$ cat src/pkg/qtmr_params.svh
// constants of the four-channel 8-bit timer unit
// assumes a 32-bit apb slave; register index sits in paddr[21:2]
`ifndef QTMR_PARAMS_SVH
`define QTMR_PARAMS_SVH

// register indexes; byte address is four times the index
`define QTMR_IDX_CH0_CONTROL  20'hfff80
`define QTMR_IDX_CH1_CONTROL  20'hfff81
`define QTMR_IDX_CH0_STATUS   20'hfff82
`define QTMR_IDX_CH1_STATUS   20'hfff83
`define QTMR_IDX_CH0_CONST_A  20'hfff84
`define QTMR_IDX_CH1_CONST_A  20'hfff85
`define QTMR_IDX_CH0_CONST_B  20'hfff86
`define QTMR_IDX_CH1_CONST_B  20'hfff87
`define QTMR_IDX_CH0_COUNTER  20'hfff88
`define QTMR_IDX_CH1_COUNTER  20'hfff89
`define QTMR_IDX_CH2_CONTROL  20'hfff90
`define QTMR_IDX_CH3_CONTROL  20'hfff91
`define QTMR_IDX_CH2_STATUS   20'hfff92
`define QTMR_IDX_CH3_STATUS   20'hfff93
`define QTMR_IDX_CH2_CONST_A  20'hfff94
`define QTMR_IDX_CH3_CONST_A  20'hfff95
`define QTMR_IDX_CH2_CONST_B  20'hfff96
`define QTMR_IDX_CH3_CONST_B  20'hfff97
`define QTMR_IDX_CH2_COUNTER  20'hfff98
`define QTMR_IDX_CH3_COUNTER  20'hfff99

// address slicing
`define QTMR_IDX_MSB          21
`define QTMR_IDX_LSB          2
`define QTMR_PAIR_BIT         22

// control fields
`define QTMR_CTL_IE_B         7
`define QTMR_CTL_IE_A         6
`define QTMR_CTL_IE_OVF       5
`define QTMR_CTL_CLR_MSB      4
`define QTMR_CTL_CLR_LSB      3
`define QTMR_CTL_CKS_MSB      2

// control/status fields
`define QTMR_ST_FLAG_B        7
`define QTMR_ST_FLAG_A        6
`define QTMR_ST_FLAG_OVF      5
`define QTMR_ST_AUX           4
`define QTMR_ST_OUT_B_LSB     2
`define QTMR_ST_FLAG_LSB      5

// reset values
`define QTMR_RST_ZERO         8'h00
`define QTMR_RST_CONST        8'hff

// prescaler taps
`define QTMR_DIV_FAST_BITS    3
`define QTMR_DIV_MID_BITS     6
`define QTMR_DIV_SLOW         8192

`endif

$ cat src/pkg/qtmr_pkg.sv
// types of the four-channel 8-bit timer unit
// assumes qtmr_params.svh holds the numeric constants
package qtmr_pkg;

	typedef enum logic [2:0] {
		cks_off       = 3'h0,
		cks_div_fast  = 3'h1,
		cks_div_mid   = 3'h2,
		cks_div_slow  = 3'h3,
		cks_chain     = 3'h4,
		cks_ext_rise  = 3'h5,
		cks_ext_fall  = 3'h6,
		cks_ext_both  = 3'h7
	} qtmr_cks_type;

	typedef enum logic [1:0] {
		clr_none      = 2'h0,
		clr_match_a   = 2'h1,
		clr_b_any     = 2'h2,
		clr_capture   = 2'h3
	} qtmr_clr_type;

	typedef enum logic [1:0] {
		out_keep      = 2'h0,
		out_low       = 2'h1,
		out_high      = 2'h2,
		out_toggle    = 2'h3
	} qtmr_out_type;

	typedef enum logic [2:0] {
		kind_control  = 3'h0,
		kind_status   = 3'h1,
		kind_const_a  = 3'h2,
		kind_const_b  = 3'h3,
		kind_counter  = 3'h4
	} qtmr_kind_type;

endpackage

$ cat src/verilog/qtmr_top.sv
// four-channel 8-bit timer unit with apb register access
// assumes a single 50 mhz pclk; timer pins arrive asynchronously
//
// Added by the designer: the APB register port.
`timescale 1ns/100ps
`include "qtmr_params.svh"

module qtmr_top #(
	parameter int unsigned DIV_SLOW = `QTMR_DIV_SLOW
) (
	// clock and reset
	input  wire logic        pclk,
	input  wire logic        presetn,
	// apb slave
	input  wire logic        psel,
	input  wire logic        penable,
	input  wire logic        pwrite,
	input  wire logic [31:0] paddr,
	input  wire logic [31:0] pwdata,
	input  wire logic [3:0]  pstrb,
	output logic      [31:0] prdata,
	output logic             pready,
	output logic             pslverr,
	// timer pins
	output logic             match_out_ch0,
	output logic             match_out_ch2,
	input  wire logic        match_capture_pin_ch1_in,
	output logic             match_capture_pin_ch1_out,
	output logic             match_capture_pin_ch1_oe,
	input  wire logic        match_capture_pin_ch3_in,
	output logic             match_capture_pin_ch3_out,
	output logic             match_capture_pin_ch3_oe,
	input  wire logic        ext_count_clock_a,
	input  wire logic        ext_count_clock_b,
	input  wire logic        ext_count_clock_c,
	input  wire logic        ext_count_clock_d,
	// converter start and request vectors
	output logic             adc_start,
	output logic [7:0]       irq_vec
);
	import qtmr_pkg::*;

	localparam int NCH = 4;
	localparam int PW  = $clog2(DIV_SLOW);

	logic [NCH-1:0][7:0] ctrl;
	logic [NCH-1:0][7:0] csr;
	logic [NCH-1:0][7:0] ca;
	logic [NCH-1:0][7:0] cb;
	logic [NCH-1:0][7:0] cnt;
	logic [NCH-1:0][7:0] wbyte;
	logic [NCH-1:0][2:0] ext_s;
	logic [NCH-1:0]      ext_in;
	logic [NCH-1:0]      inc;
	logic [NCH-1:0]      clr;
	logic [NCH-1:0]      ma_p;
	logic [NCH-1:0]      mb_p;
	logic [NCH-1:0]      ovf_p;
	logic [NCH-1:0]      cap_p;
	logic [NCH-1:0]      cap_now;
	logic [NCH-1:0]      eqa_q;
	logic [NCH-1:0]      eqb_q;
	logic [NCH-1:0]      pin_out;
	logic [NCH-1:0]      sel;
	logic [NCH-1:0]      wr_ctrl;
	logic [NCH-1:0]      wr_csr;
	logic [NCH-1:0]      wr_ca;
	logic [NCH-1:0]      wr_cb;
	logic [NCH-1:0]      wr_cnt;
	logic [1:0]          pin_oe;
	logic [PW-1:0]       pre;
	logic                tick_fast;
	logic                tick_mid;
	logic                tick_slow;
	logic [19:0]         idx;
	logic                pair;
	logic                grp;
	logic [3:0]          sub;
	logic                hit;
	logic                wr_en;
	qtmr_kind_type       kind;
	logic [31:0]         next_rdata;

	// pin map: ch0 c, ch1 a, ch2 d, ch3 b
	assign ext_in = {ext_count_clock_b, ext_count_clock_d, ext_count_clock_a, ext_count_clock_c};

	// prescaler; taps are one-cycle enables, never clocks
	always_ff @(posedge pclk or negedge presetn) begin
		if (!presetn) begin
			pre <= '0;
		end else if (pre == PW'(DIV_SLOW - 1)) begin
			pre <= '0;
		end else begin
			pre <= pre + PW'(1);
		end
	end

	always_ff @(posedge pclk or negedge presetn) begin
		if (!presetn) begin
			tick_fast <= 1'b0;
			tick_mid  <= 1'b0;
			tick_slow <= 1'b0;
		end else begin
			tick_fast <= &pre[`QTMR_DIV_FAST_BITS-1:0];
			tick_mid  <= &pre[`QTMR_DIV_MID_BITS-1:0];
			tick_slow <= (pre == PW'(DIV_SLOW - 1));
		end
	end

	// address decode
	assign idx  = paddr[`QTMR_IDX_MSB:`QTMR_IDX_LSB];
	assign pair = paddr[`QTMR_PAIR_BIT];
	assign grp  = idx[4];
	assign sub  = idx[3:0];
	assign kind = qtmr_kind_type'(sub[3:1]);
	assign hit  = ({idx[19:5], 5'h00} == `QTMR_IDX_CH0_CONTROL) && (paddr[31:23] == 9'h000)
		&& (paddr[1:0] == 2'h0)
		&& (sub <= 4'(`QTMR_IDX_CH1_COUNTER - `QTMR_IDX_CH0_CONTROL))
		&& !(pair && sub[0]);
	assign wr_en = psel && penable && pready && pwrite;

	function automatic logic [7:0] reg_of(input logic [1:0] c);
		logic [7:0] v;
		v = 8'h00;
		unique case (kind)
			kind_control: v = ctrl[c];
			kind_status:  v = csr[c];
			kind_const_a: v = ca[c];
			kind_const_b: v = cb[c];
			kind_counter: v = cnt[c];
			default:      v = 8'h00;
		endcase
		return v;
	endfunction

	always_comb begin
		next_rdata = 32'h0000_0000;
		if (hit && pair) begin
			next_rdata[15:0] = {reg_of({grp, 1'b0}), reg_of({grp, 1'b1})};
		end else if (hit) begin
			next_rdata[7:0] = reg_of({grp, sub[0]});
		end
	end

	// zero-wait slave: setup captures read data, access answers
	always_ff @(posedge pclk or negedge presetn) begin
		if (!presetn) begin
			pready  <= 1'b0;
			pslverr <= 1'b0;
			prdata  <= 32'h0000_0000;
		end else begin
			pready <= psel && !penable;
			if (psel && !penable) begin
				pslverr <= !hit;
				prdata  <= pwrite ? 32'h0000_0000 : next_rdata;
			end
		end
	end

	for (genvar ch = 0; ch < NCH; ch++) begin : chan
		localparam int PEER = ch ^ 1;
		localparam bit ODD  = (ch % 2) == 1;

		// pair write: even channel takes the upper byte lane
		always_comb begin
			sel[ch]   = hit && (grp == 1'(ch / 2)) && (pair || (sub[0] == ODD));
			wbyte[ch] = (pair && !ODD) ? pwdata[15:8] : pwdata[7:0];
			wr_ctrl[ch] = 1'b0;
			wr_csr[ch]  = 1'b0;
			wr_ca[ch]   = 1'b0;
			wr_cb[ch]   = 1'b0;
			wr_cnt[ch]  = 1'b0;
			if (wr_en && sel[ch] && ((pair && !ODD) ? pstrb[1] : pstrb[0])) begin
				wr_ctrl[ch] = (kind == kind_control);
				wr_csr[ch]  = (kind == kind_status);
				wr_ca[ch]   = (kind == kind_const_a);
				wr_cb[ch]   = (kind == kind_const_b);
				wr_cnt[ch]  = (kind == kind_counter);
			end
		end

		// first stage is read only by the second
		always_ff @(posedge pclk or negedge presetn) begin
			if (!presetn) begin
				ext_s[ch] <= 3'h0;
			end else begin
				ext_s[ch] <= {ext_s[ch][1:0], ext_in[ch]};
			end
		end

		always_comb begin
			unique case (qtmr_cks_type'(ctrl[ch][`QTMR_CTL_CKS_MSB:0]))
				cks_off:      inc[ch] = 1'b0;
				cks_div_fast: inc[ch] = tick_fast;
				cks_div_mid:  inc[ch] = tick_mid;
				cks_div_slow: inc[ch] = tick_slow;
				cks_chain:    inc[ch] = ODD ? ma_p[PEER] : ovf_p[PEER];
				cks_ext_rise: inc[ch] = ext_s[ch][1] && !ext_s[ch][2];
				cks_ext_fall: inc[ch] = !ext_s[ch][1] && ext_s[ch][2];
				cks_ext_both: inc[ch] = ext_s[ch][1] ^ ext_s[ch][2];
			endcase
			unique case (qtmr_clr_type'(ctrl[ch][`QTMR_CTL_CLR_MSB:`QTMR_CTL_CLR_LSB]))
				clr_none:    clr[ch] = 1'b0;
				clr_match_a: clr[ch] = ma_p[ch];
				clr_b_any:   clr[ch] = mb_p[ch] || cap_p[ch];
				clr_capture: clr[ch] = cap_p[ch];
			endcase
		end

		// capture: odd channel watches its pin, even follows when chained
		if (ODD) begin : cap_pin
			logic [2:0] cap_s;
			logic       pin_in;
			assign pin_in = (ch == 1) ? match_capture_pin_ch1_in : match_capture_pin_ch3_in;
			always_ff @(posedge pclk or negedge presetn) begin
				if (!presetn) begin
					cap_s <= 3'h0;
				end else begin
					cap_s <= {cap_s[1:0], pin_in};
				end
			end
			always_comb begin
				unique case (csr[ch][3:2])
					2'h0: cap_now[ch] = 1'b0;
					2'h1: cap_now[ch] = cap_s[1] && !cap_s[2];
					2'h2: cap_now[ch] = !cap_s[1] && cap_s[2];
					2'h3: cap_now[ch] = cap_s[1] ^ cap_s[2];
				endcase
				cap_now[ch] = cap_now[ch] && csr[ch][`QTMR_ST_AUX];
			end
			always_ff @(posedge pclk or negedge presetn) begin
				if (!presetn) begin
					pin_oe[ch/2] <= 1'b0;
				end else begin
					pin_oe[ch/2] <= !csr[ch][`QTMR_ST_AUX];
				end
			end
		end else begin : cap_follow
			assign cap_now[ch] = cap_now[PEER]
				&& (ctrl[ch][`QTMR_CTL_CKS_MSB:0] == cks_chain);
		end

		// compare events are edges of equality, so a held value counts once
		always_ff @(posedge pclk or negedge presetn) begin
			if (!presetn) begin
				eqa_q[ch] <= 1'b0;
				eqb_q[ch] <= 1'b0;
				ma_p[ch]  <= 1'b0;
				mb_p[ch]  <= 1'b0;
				cap_p[ch] <= 1'b0;
				ovf_p[ch] <= 1'b0;
			end else begin
				eqa_q[ch] <= (cnt[ch] == ca[ch]);
				eqb_q[ch] <= (cnt[ch] == cb[ch]);
				ma_p[ch]  <= (cnt[ch] == ca[ch]) && !eqa_q[ch];
				mb_p[ch]  <= (cnt[ch] == cb[ch]) && !eqb_q[ch]
					&& !(ODD && csr[ch][`QTMR_ST_AUX]);
				cap_p[ch] <= cap_now[ch];
				ovf_p[ch] <= inc[ch] && (cnt[ch] == 8'hff) && !wr_cnt[ch] && !clr[ch];
			end
		end

		// software write beats clearing, clearing beats counting
		always_ff @(posedge pclk or negedge presetn) begin
			if (!presetn) begin
				cnt[ch] <= `QTMR_RST_ZERO;
			end else if (wr_cnt[ch]) begin
				cnt[ch] <= wbyte[ch];
			end else if (clr[ch]) begin
				cnt[ch] <= 8'h00;
			end else if (inc[ch]) begin
				cnt[ch] <= cnt[ch] + 8'h01;
			end
		end

		always_ff @(posedge pclk or negedge presetn) begin
			if (!presetn) begin
				ctrl[ch] <= `QTMR_RST_ZERO;
				ca[ch]   <= `QTMR_RST_CONST;
				cb[ch]   <= `QTMR_RST_CONST;
			end else begin
				if (wr_ctrl[ch]) begin
					ctrl[ch] <= wbyte[ch];
				end
				if (wr_ca[ch]) begin
					ca[ch] <= wbyte[ch];
				end
				if (wr_cb[ch]) begin
					cb[ch] <= wbyte[ch];
				end else if (cap_now[ch]) begin
					cb[ch] <= cnt[ch];
				end
			end
		end

		// flags: hardware set wins over a written zero in the same cycle
		always_ff @(posedge pclk or negedge presetn) begin
			if (!presetn) begin
				csr[ch] <= `QTMR_RST_ZERO;
			end else begin
				if (wr_csr[ch]) begin
					csr[ch][`QTMR_ST_FLAG_LSB-1:0] <= wbyte[ch][`QTMR_ST_FLAG_LSB-1:0];
				end
				csr[ch][`QTMR_ST_FLAG_B] <= (csr[ch][`QTMR_ST_FLAG_B]
					&& !(wr_csr[ch] && !wbyte[ch][`QTMR_ST_FLAG_B]))
					|| mb_p[ch] || cap_now[ch];
				csr[ch][`QTMR_ST_FLAG_A] <= (csr[ch][`QTMR_ST_FLAG_A]
					&& !(wr_csr[ch] && !wbyte[ch][`QTMR_ST_FLAG_A]))
					|| ma_p[ch];
				csr[ch][`QTMR_ST_FLAG_OVF] <= (csr[ch][`QTMR_ST_FLAG_OVF]
					&& !(wr_csr[ch] && !wbyte[ch][`QTMR_ST_FLAG_OVF]))
					|| ovf_p[ch];
			end
		end

		// simultaneous a and b matches leave the output alone
		always_ff @(posedge pclk or negedge presetn) begin
			if (!presetn) begin
				pin_out[ch] <= 1'b0;
			end else if (ma_p[ch] != mb_p[ch]) begin
				unique case (qtmr_out_type'(ma_p[ch] ? csr[ch][1:0]
					: csr[ch][`QTMR_ST_OUT_B_LSB+1:`QTMR_ST_OUT_B_LSB]))
					out_keep:   pin_out[ch] <= pin_out[ch];
					out_low:    pin_out[ch] <= 1'b0;
					out_high:   pin_out[ch] <= 1'b1;
					out_toggle: pin_out[ch] <= !pin_out[ch];
				endcase
			end
		end
	end

	assign match_out_ch0             = pin_out[0];
	assign match_out_ch2             = pin_out[2];
	assign match_capture_pin_ch1_out = pin_out[1];
	assign match_capture_pin_ch3_out = pin_out[3];
	assign match_capture_pin_ch1_oe  = pin_oe[0];
	assign match_capture_pin_ch3_oe  = pin_oe[1];

	// converter start only from even channels; odd use that bit for capture
	always_ff @(posedge pclk or negedge presetn) begin
		if (!presetn) begin
			adc_start <= 1'b0;
		end else begin
			adc_start <= (ma_p[0] && csr[0][`QTMR_ST_AUX])
				|| (ma_p[2] && csr[2][`QTMR_ST_AUX]);
		end
	end

	// per group: a, b own vectors; odd a|b shared; overflows shared
	always_ff @(posedge pclk or negedge presetn) begin
		if (!presetn) begin
			irq_vec <= 8'h00;
		end else begin
			for (int g = 0; g < 2; g++) begin
				irq_vec[4*g]   <= csr[2*g][`QTMR_ST_FLAG_A] && ctrl[2*g][`QTMR_CTL_IE_A];
				irq_vec[4*g+1] <= csr[2*g][`QTMR_ST_FLAG_B] && ctrl[2*g][`QTMR_CTL_IE_B];
				irq_vec[4*g+2] <= (csr[2*g+1][`QTMR_ST_FLAG_A] && ctrl[2*g+1][`QTMR_CTL_IE_A])
					|| (csr[2*g+1][`QTMR_ST_FLAG_B] && ctrl[2*g+1][`QTMR_CTL_IE_B]);
				irq_vec[4*g+3] <= (csr[2*g][`QTMR_ST_FLAG_OVF] && ctrl[2*g][`QTMR_CTL_IE_OVF])
					|| (csr[2*g+1][`QTMR_ST_FLAG_OVF]
					&& ctrl[2*g+1][`QTMR_CTL_IE_OVF]);
			end
		end
	end
endmodule

$ cat config.mk
export PLATFORM = sky130hd
export DESIGN_NAME = qtmr_top
export DESIGN_NICKNAME = d
export VERILOG_FILES = /design/src/pkg/qtmr_pkg.sv /design/src/verilog/qtmr_top.sv
export VERILOG_INCLUDE_DIRS = /design/src /design/src/pkg
export SDC_FILE = /design/constraint.sdc
export NUM_CORES = 1
export LEC_CHECK = 0
export BUFFER_PORTS_ARGS = -buffer_cell sky130_fd_sc_hd__clkbuf_2
export CORE_MARGIN = 2
export CORE_UTILIZATION = 45
export DETAILED_ROUTE_END_ITERATION = 8
export PLACE_DENSITY = 0.69
export SLEW_MARGIN = 20
export SYNTH_ARGS = -nofsm -noshare
export SYNTH_HDL_FRONTEND = slang
export SYNTH_SLANG_ARGS = --single-unit
$ cat constraint.sdc
create_clock -name pclk -period 2.5 [get_ports pclk]
set_clock_uncertainty 0.1 [all_clocks]
set_input_delay 0 -clock pclk [delete_from_list [all_inputs] [get_ports pclk]]
set_output_delay 0 -clock pclk [all_outputs]
set_load 0.01 [all_outputs]
---- After elaboration in Yosys (flattened, before gate mapping) ----
Index checks and enable logic that the tools add are counted.
word-level totals
  flip-flop bits (word level) ............. 267
  bits of input ports ..................... 79
  output and inout port bits .............. 49
  logic and storage cells ................. 481
operators by class
  add/sub/neg operators ................... 5
  order comparisons ....................... 4
  equality and inequality tests ........... 80
  mux-type cells .......................... 98
  bitwise logic cells ..................... 12
  reduce and logical (&&, ||, !) cells .... 213
operators with widths
  kind                                                              count
  8-bit 2-to-1 mux                                                  49
  8-bit case mux with 5 select lines                                3
  1-bit logical AND                                                 100
  8-bit binary-select mux with 2-bit select                         5
  8-bit == test                                                     8
  1-bit logical NOT                                                 55
  3-bit == test (second input constant)                             17
  2-bit == test (second input constant)                             20
  8-bit by 1-bit adder with 8-bit output (second input constant)    4
  8-bit == test (second input constant)                             4
  1-bit case mux with 8 select lines                                4
  3-bit by 2-bit == test with 1-bit output (second input constant)  10
  1-bit logical OR                                                  27
  1-bit case mux with 4 select lines                                6
  2-bit logical NOT                                                 11
  1-bit 2-to-1 mux                                                  21
  2-bit by 1-bit == test with 1-bit output (second input constant)  10
  16-bit 2-to-1 mux                                                 1
  15-bit == test (second input constant)                            1
  3-bit by 1-bit == test with 1-bit output (second input constant)  5
  3-bit logical NOT                                                 5
  13-bit by 1-bit adder with 13-bit output (second input constant)  1
  13-bit == test (second input constant)                            1
  13-bit 2-to-1 mux                                                 1
  other kinds (13)                                                  43

---- Depth between registers and ports, before layout ----
  word-level depth ........................ 15
  mapped depth ............................ 10
  mapped depth without buffers ............ 8

---- Least setup slack after synthesis ----
OpenSTA, ideal clock, no wires.
  path kind ............................... reg2reg
  start ................................... register ext_s[10] (netlist name)
  end ..................................... register cnt[29] (netlist name)
  setup time .............................. 78 ps
  arrival ................................. 1,906 ps
  data required time ...................... 2,322 ps
  setup slack ............................. 416 ps
  cell stages (with the launch flop) ...... 8
  path buffers ............................ 0
  period minus slack after synthesis ...... 2,084 ps
  path through ............................ dfrtp_1 inv_1 ha_1 mux4_2 a211oi_1 nand3_1 xor2_1 o2bb2ai_1
between the ends
  longest elaborated chain between the ends .. 4
  elaborated cells between the ends (all ways) .. 6
  classes of those cells .................. mux: 1; bitwise: 1; reduce/logical: 4
RTL lines
  what                                    line             text
  from (decl)                             qtmr_top.sv:52   logic [NCH-1:0][2:0] ext_s;
  from (signal, indexed assignment)       qtmr_top.sv:187  ext_s[ch] <= {ext_s[ch][1:0], ext_in[ch]};
  1-bit logical NOT                       qtmr_top.sv:199  cks_ext_fall: inc[ch] = !ext_s[ch][1] && ext_s[ch][2];
  1-bit logical AND                       qtmr_top.sv:199
  1-bit case mux with 8 select lines (*)  qtmr_top.sv:192  unique case (qtmr_cks_type'(ctrl[ch][`QTMR_CTL_CKS_MSB:0]))
  3-bit nonzero test (no line) (*)        -
  to (signal, indexed assignment)         qtmr_top.sv:266  cnt[ch] <= `QTMR_RST_ZERO;
  to (signal, indexed assignment)         qtmr_top.sv:268  cnt[ch] <= wbyte[ch];
  to (signal, indexed assignment)         qtmr_top.sv:272  cnt[ch] <= cnt[ch] + 8'h01;
  to (decl)                               qtmr_top.sv:50   logic [NCH-1:0][7:0] cnt;
Mark *: on every way between the ends. The rest lies on a longest branch, timed or not.
A chain may end at the register's enable or synchronous reset.

---- Worst setup path in the final report ----
  start ................................... register ext_s[10] (netlist name)
  end ..................................... register cnt[31] (netlist name)
Same word-level chain as after synthesis.

==> metrics.md <==
| Metric | Value |
|---|---|
| Post-Syn Instances | between 1k and 1.5k |
| Total clock sinks | ~250 |
| Half-perimeter wire length after detailed placement | 32600 µm |
| Cell count after placement | 1782 |
| Root Buffer | clkbuf_16 |
| Max Clock Freq | around 430 MHz |
| Startpoint kind of the worst setup timing path | flop |
| Final-stage net count | 1549 |
| Worst-path cell chain | inv_1, ha_1, mux4_2, a211oi_1, nand3_1, xor2_1, o2bb2ai_1 |
| Initial antenna violation count | 0 |
| Fraction of the yosys area taken by sequential cells | 44.9% |
| First-pass iteration count of the detailed router | 5 |
| Flip-flop and latch count after synthesis | 251 |
| Area of the die | roughly 0.033 mm² |
| Initial detailed-routing violation count | 1214 |
| Setup-failing EPs final | 0 |
| Final estimated routing congestion in global placement | 0.962 |
| Static leakage | 0.00741 µW |
| Most area-hungry cell type in the Yosys netlist | dfrtp_1 |
| Antenna Nets Post-Route | 0 |
| CP max stage cell | mux4_2 |
| MaxCap Viol Count | 0 |
| Peak fanout along the critical path | 3 |
| Slew Limit Fails | 0 |
| Growth of design area from synthesis to finish | 17.8% |
| Crit share post-route | 92.2% |
| Area fraction of the dominant cell type after synthesis | 33.0% |
| Cell variety after synth | 65 |
| Drc violations | 0 |
| Gr usage total | between 20% and 30% |
| FFs w/ async S/R, synth | 100% |
| Finished layout cell area | 0.0167 mm² |
| Endpoint type of the worst setup path | flop |
| CTS tree | yes |
| Highest ir drop seen on vdd | 0.497 mV |
| Worst-case setup slack after placement | around 46 ps |
| Worst Tran Pin Value | 607 ps |
| Y dimension of the die | 181 µm |
| Initial standard-cell utilization of the core | 45.9% |
| Mean post-synth cell area | roughly 11 µm² |
| Deepest clock path buffer count | 3 |
| Number of setup buffers added after CTS | 0 |
| Top-level I/O count | 128 |
| Level count of the clock H-tree | 1 |
| Number of standard cells in the layout, taps in and fillers out | approximately 1.9k |
| Number of fillers in the final layout | between 2k and 3k |
| Class of the tightest hold or removal check | input pin to flop |
| Number of global-route vias before repair | 11.3k |
| CP delay by family, top | compound AO/OA/AOI/OAI gates |
| Total number of vias | 11.4k |
| Post-layout minimum cycle time | 2300 ps |
| Largest net degree at the start of global routing | slightly above 70 |
| Inserted Clock Buffers | 29 |
| Global-route wire length before repair | 68700 µm |
| Count of synthesis-stage warnings from yosys | 0 |
| Cells taking the most area after synthesis | dfrtp_1 (33%), dfstp_2 (12%), mux2i_1 (9.8%), mux4_2 (5.7%), xnor2_1 (5.4%) |
| Unrepaired setup endpoints after global routing | no |
| Global route overflow | 0 |
| Number of vias per cell after detailed routing | 6.08 |
| Clk slew on worst S/H paths | 60 ps |
| Buffer and inverter count on the worst path | 1 |
| Required @ worst endpoint | 2880 ps |
| Highest cell delay on the worst timing path | 490 ps |
| Number of standard-cell rows in the floorplan | between 60 and 70 |
| Worst endpoint data arrival time | 2680 ps |
| Area post-placement | between 0.015 and 0.02 mm² |
| Area of the core region | roughly 0.031 mm² |
| Setup slack of the worst register-to-register path | 200 ps |
| Sum of routed wire length over all layers | 44900 µm |
| Most used DFF post-synth | dfrtp_1 |
| Number of enable flip-flop cells after synthesis | 0 |
| Insertion delay of the later-clocked pin in the worst-skew pair | between 500 and 600 ps |
| Final hold viol count | 0 |
| Buffers added on ports | 93 |
| Power per cell area | between 500 and 600 mW/mm² |
| Start-to-end type of the worst setup path | flop to flop |
| Final sum of negative setup slack | 0 ps |
| Synth Cell Area | between 0.01 and 0.015 mm² |
| Worst slew slack as a fraction of its limit | 59.1% |
| Run status | finished clean |
| Detailed-route wire length per cell | 24.0 µm |
| Share of layout cells above drive strength 1 | 25.9% |
| Die extent in x | 181 µm |
| Diodes inserted | 0 |
| Smallest setup slack after layout | 196 ps |
==> placed cells by master (no fill, tap or decap), types with 6 or more instances in the layout <==
cell,Yosys,layout
dfrtp_1,187,187
mux2i_1,138,138
clkbuf_2,0,91
nand2_1,88,88
xnor2_1,87,87
buf_4,28,79
nor2_1,77,77
o21ai_0,75,75
dfstp_2,64,64
o22ai_1,46,46
a21oi_1,42,42
mux4_2,36,36
dlygate4sd3_1,0,35
mux2_2,30,30
nand3_1,31,29
nand4_1,29,29
clkbuf_16,0,29
inv_1,28,28
nor3_1,24,24
nor2b_1,23,23
mux2_1,18,18
ha_1,18,18
conb_1,1,16
xor2_1,14,14
a22oi_1,13,13
and2_1,9,9
nor4_1,9,9
a22o_1,8,8
or3_1,8,8
o2bb2ai_1,8,8
nand3b_1,7,7
nand2b_1,7,7
a32o_1,7,7
clkbuf_1,52,6
clkinv_2,0,6
clkbuf_8,0,6
==> worst reg2reg max path, cell delays in order, from the launching register on <==
cell and delay, ps:
dfrtp_1 370, inv_1 50, ha_1 290, mux4_2 490, a211oi_1 480, nand3_1 160, xor2_1 170, o2bb2ai_1 130
==> per-stage QoR <==
stage	utilization [%]	hold WS (ps)	power, µW
floorplan	-	-396	4470
finish	54.1	32.2	9190
detailed placement	49.7	-96.9	4760
global route	54.1	64.6	9450
CTS	54.1	21.8	9230
global placement	49.7	-106	4750
==> what timing repair did <==
item,4_1_cts,5_1_grt
gates resized for setup,0,3
endpoints found under the hold margin,374,0
hold buffers,35,0
setup endpoints to repair,0,4
==> flip-flops by register name, summed over array words and instances (netlist names), 4 cells and up <==
signal / count
ext_s: 12
pre: 13
cap_p: 4
chan.cap_pin.cap_s: 6
cb: 32
cnt: 32
prdata: 16
ctrl: 32
eqa_q: 4
ca: 32
irq_vec: 8
ma_p: 4
eqb_q: 4
csr: 32
mb_p: 4
ovf_p: 4
==> power breakdown <==
group	leakage [µW]	switching, µW	internal (µW)
Clock	0.000492	1720	2720
Sequential	0.00305	7.96	4080
Combinational	0.00387	413	238
Total	0.00741	2140	7040
==> per-layer routing <==
metal / wire length, µm / global-route usage [%]
met1: 17600 / 36.6
met5: 0 / 0
met4: 2800 / 14.3
met2: 19900 / 42.1
met3: 4540 / 6.00
==> final timing paths <==
path | to | depth (start not counted) | startpoint
min | prdata[4] | 5 | paddr[22]
max | cnt[31] | 7 | ext_s[10]
max in group asynchronous | cb[10] | 4 | presetn
min in group asynchronous | cnt[6] | 3 | presetn
min reg2reg | ext_s[4] | 0 | ext_s[3]
max reg2reg | cnt[31] | 7 | ext_s[10]
==> synth_stat cells (all sizes together) (2+ instances only) <==
| cell type | number |
|---|---|
| nor4 | 9 |
| mux4 | 36 |
| o32ai | 2 |
| nor3b | 5 |
| a22o | 8 |
| nand2 | 88 |
| o21ai | 79 |
| a32o | 7 |
| xor2 | 14 |
| o31ai | 2 |
| nand3 | 34 |
| nand4 | 30 |
| mux2i | 138 |
| or3 | 8 |
| a21oi | 44 |
| o22ai | 46 |
| o2bb2ai | 8 |
| a2bb2oi | 3 |
| nor3 | 29 |
| mux2 | 48 |
| and3 | 3 |
| dfrtp | 187 |
| a211oi | 4 |
| ha | 18 |
| dfstp | 64 |
| clkbuf | 52 |
| nor2 | 85 |
| nor2b | 23 |
| nand2b | 7 |
| a221oi | 5 |
| and2 | 9 |
| inv | 29 |
| buf | 59 |
| xnor2 | 87 |
| nand3b | 7 |
| a22oi | 13 |
| nand4b | 2 |
| and4 | 4 |
==> layout make-up <==
cell class | instances | area [µm²] | share of cell area [%]
clock inverter | 13 | 174 | 1.04
sequential | 251 | 6360 | 38.1
inverter | 29 | 109 | 0.652
multi-input combinational | 930 | 7210 | 43.2
tap | 396 | 495 | 2.97
timing repair buffer | 211 | 1510 | 9.02
clock buffer | 41 | 831 | 4.98
==> logic make-up (layout without fill, tap and decap cells) <==
logic type	count (synthesis)	in the layout	synth area share, %
XOR/XNOR	101	101	6.25
buffers and inverters	140	294	4.66
AND/OR/NAND/NOR	346	346	13.2
adder cells (fa/ha/maj)	18	18	1.59
flip-flops	251	251	44.9
other	1	16	0.0265
AO/OA/AOI/OAI	227	227	10.1
multiplexers	222	222	19.3
Note: power is estimated with default switching activity, not from simulation.
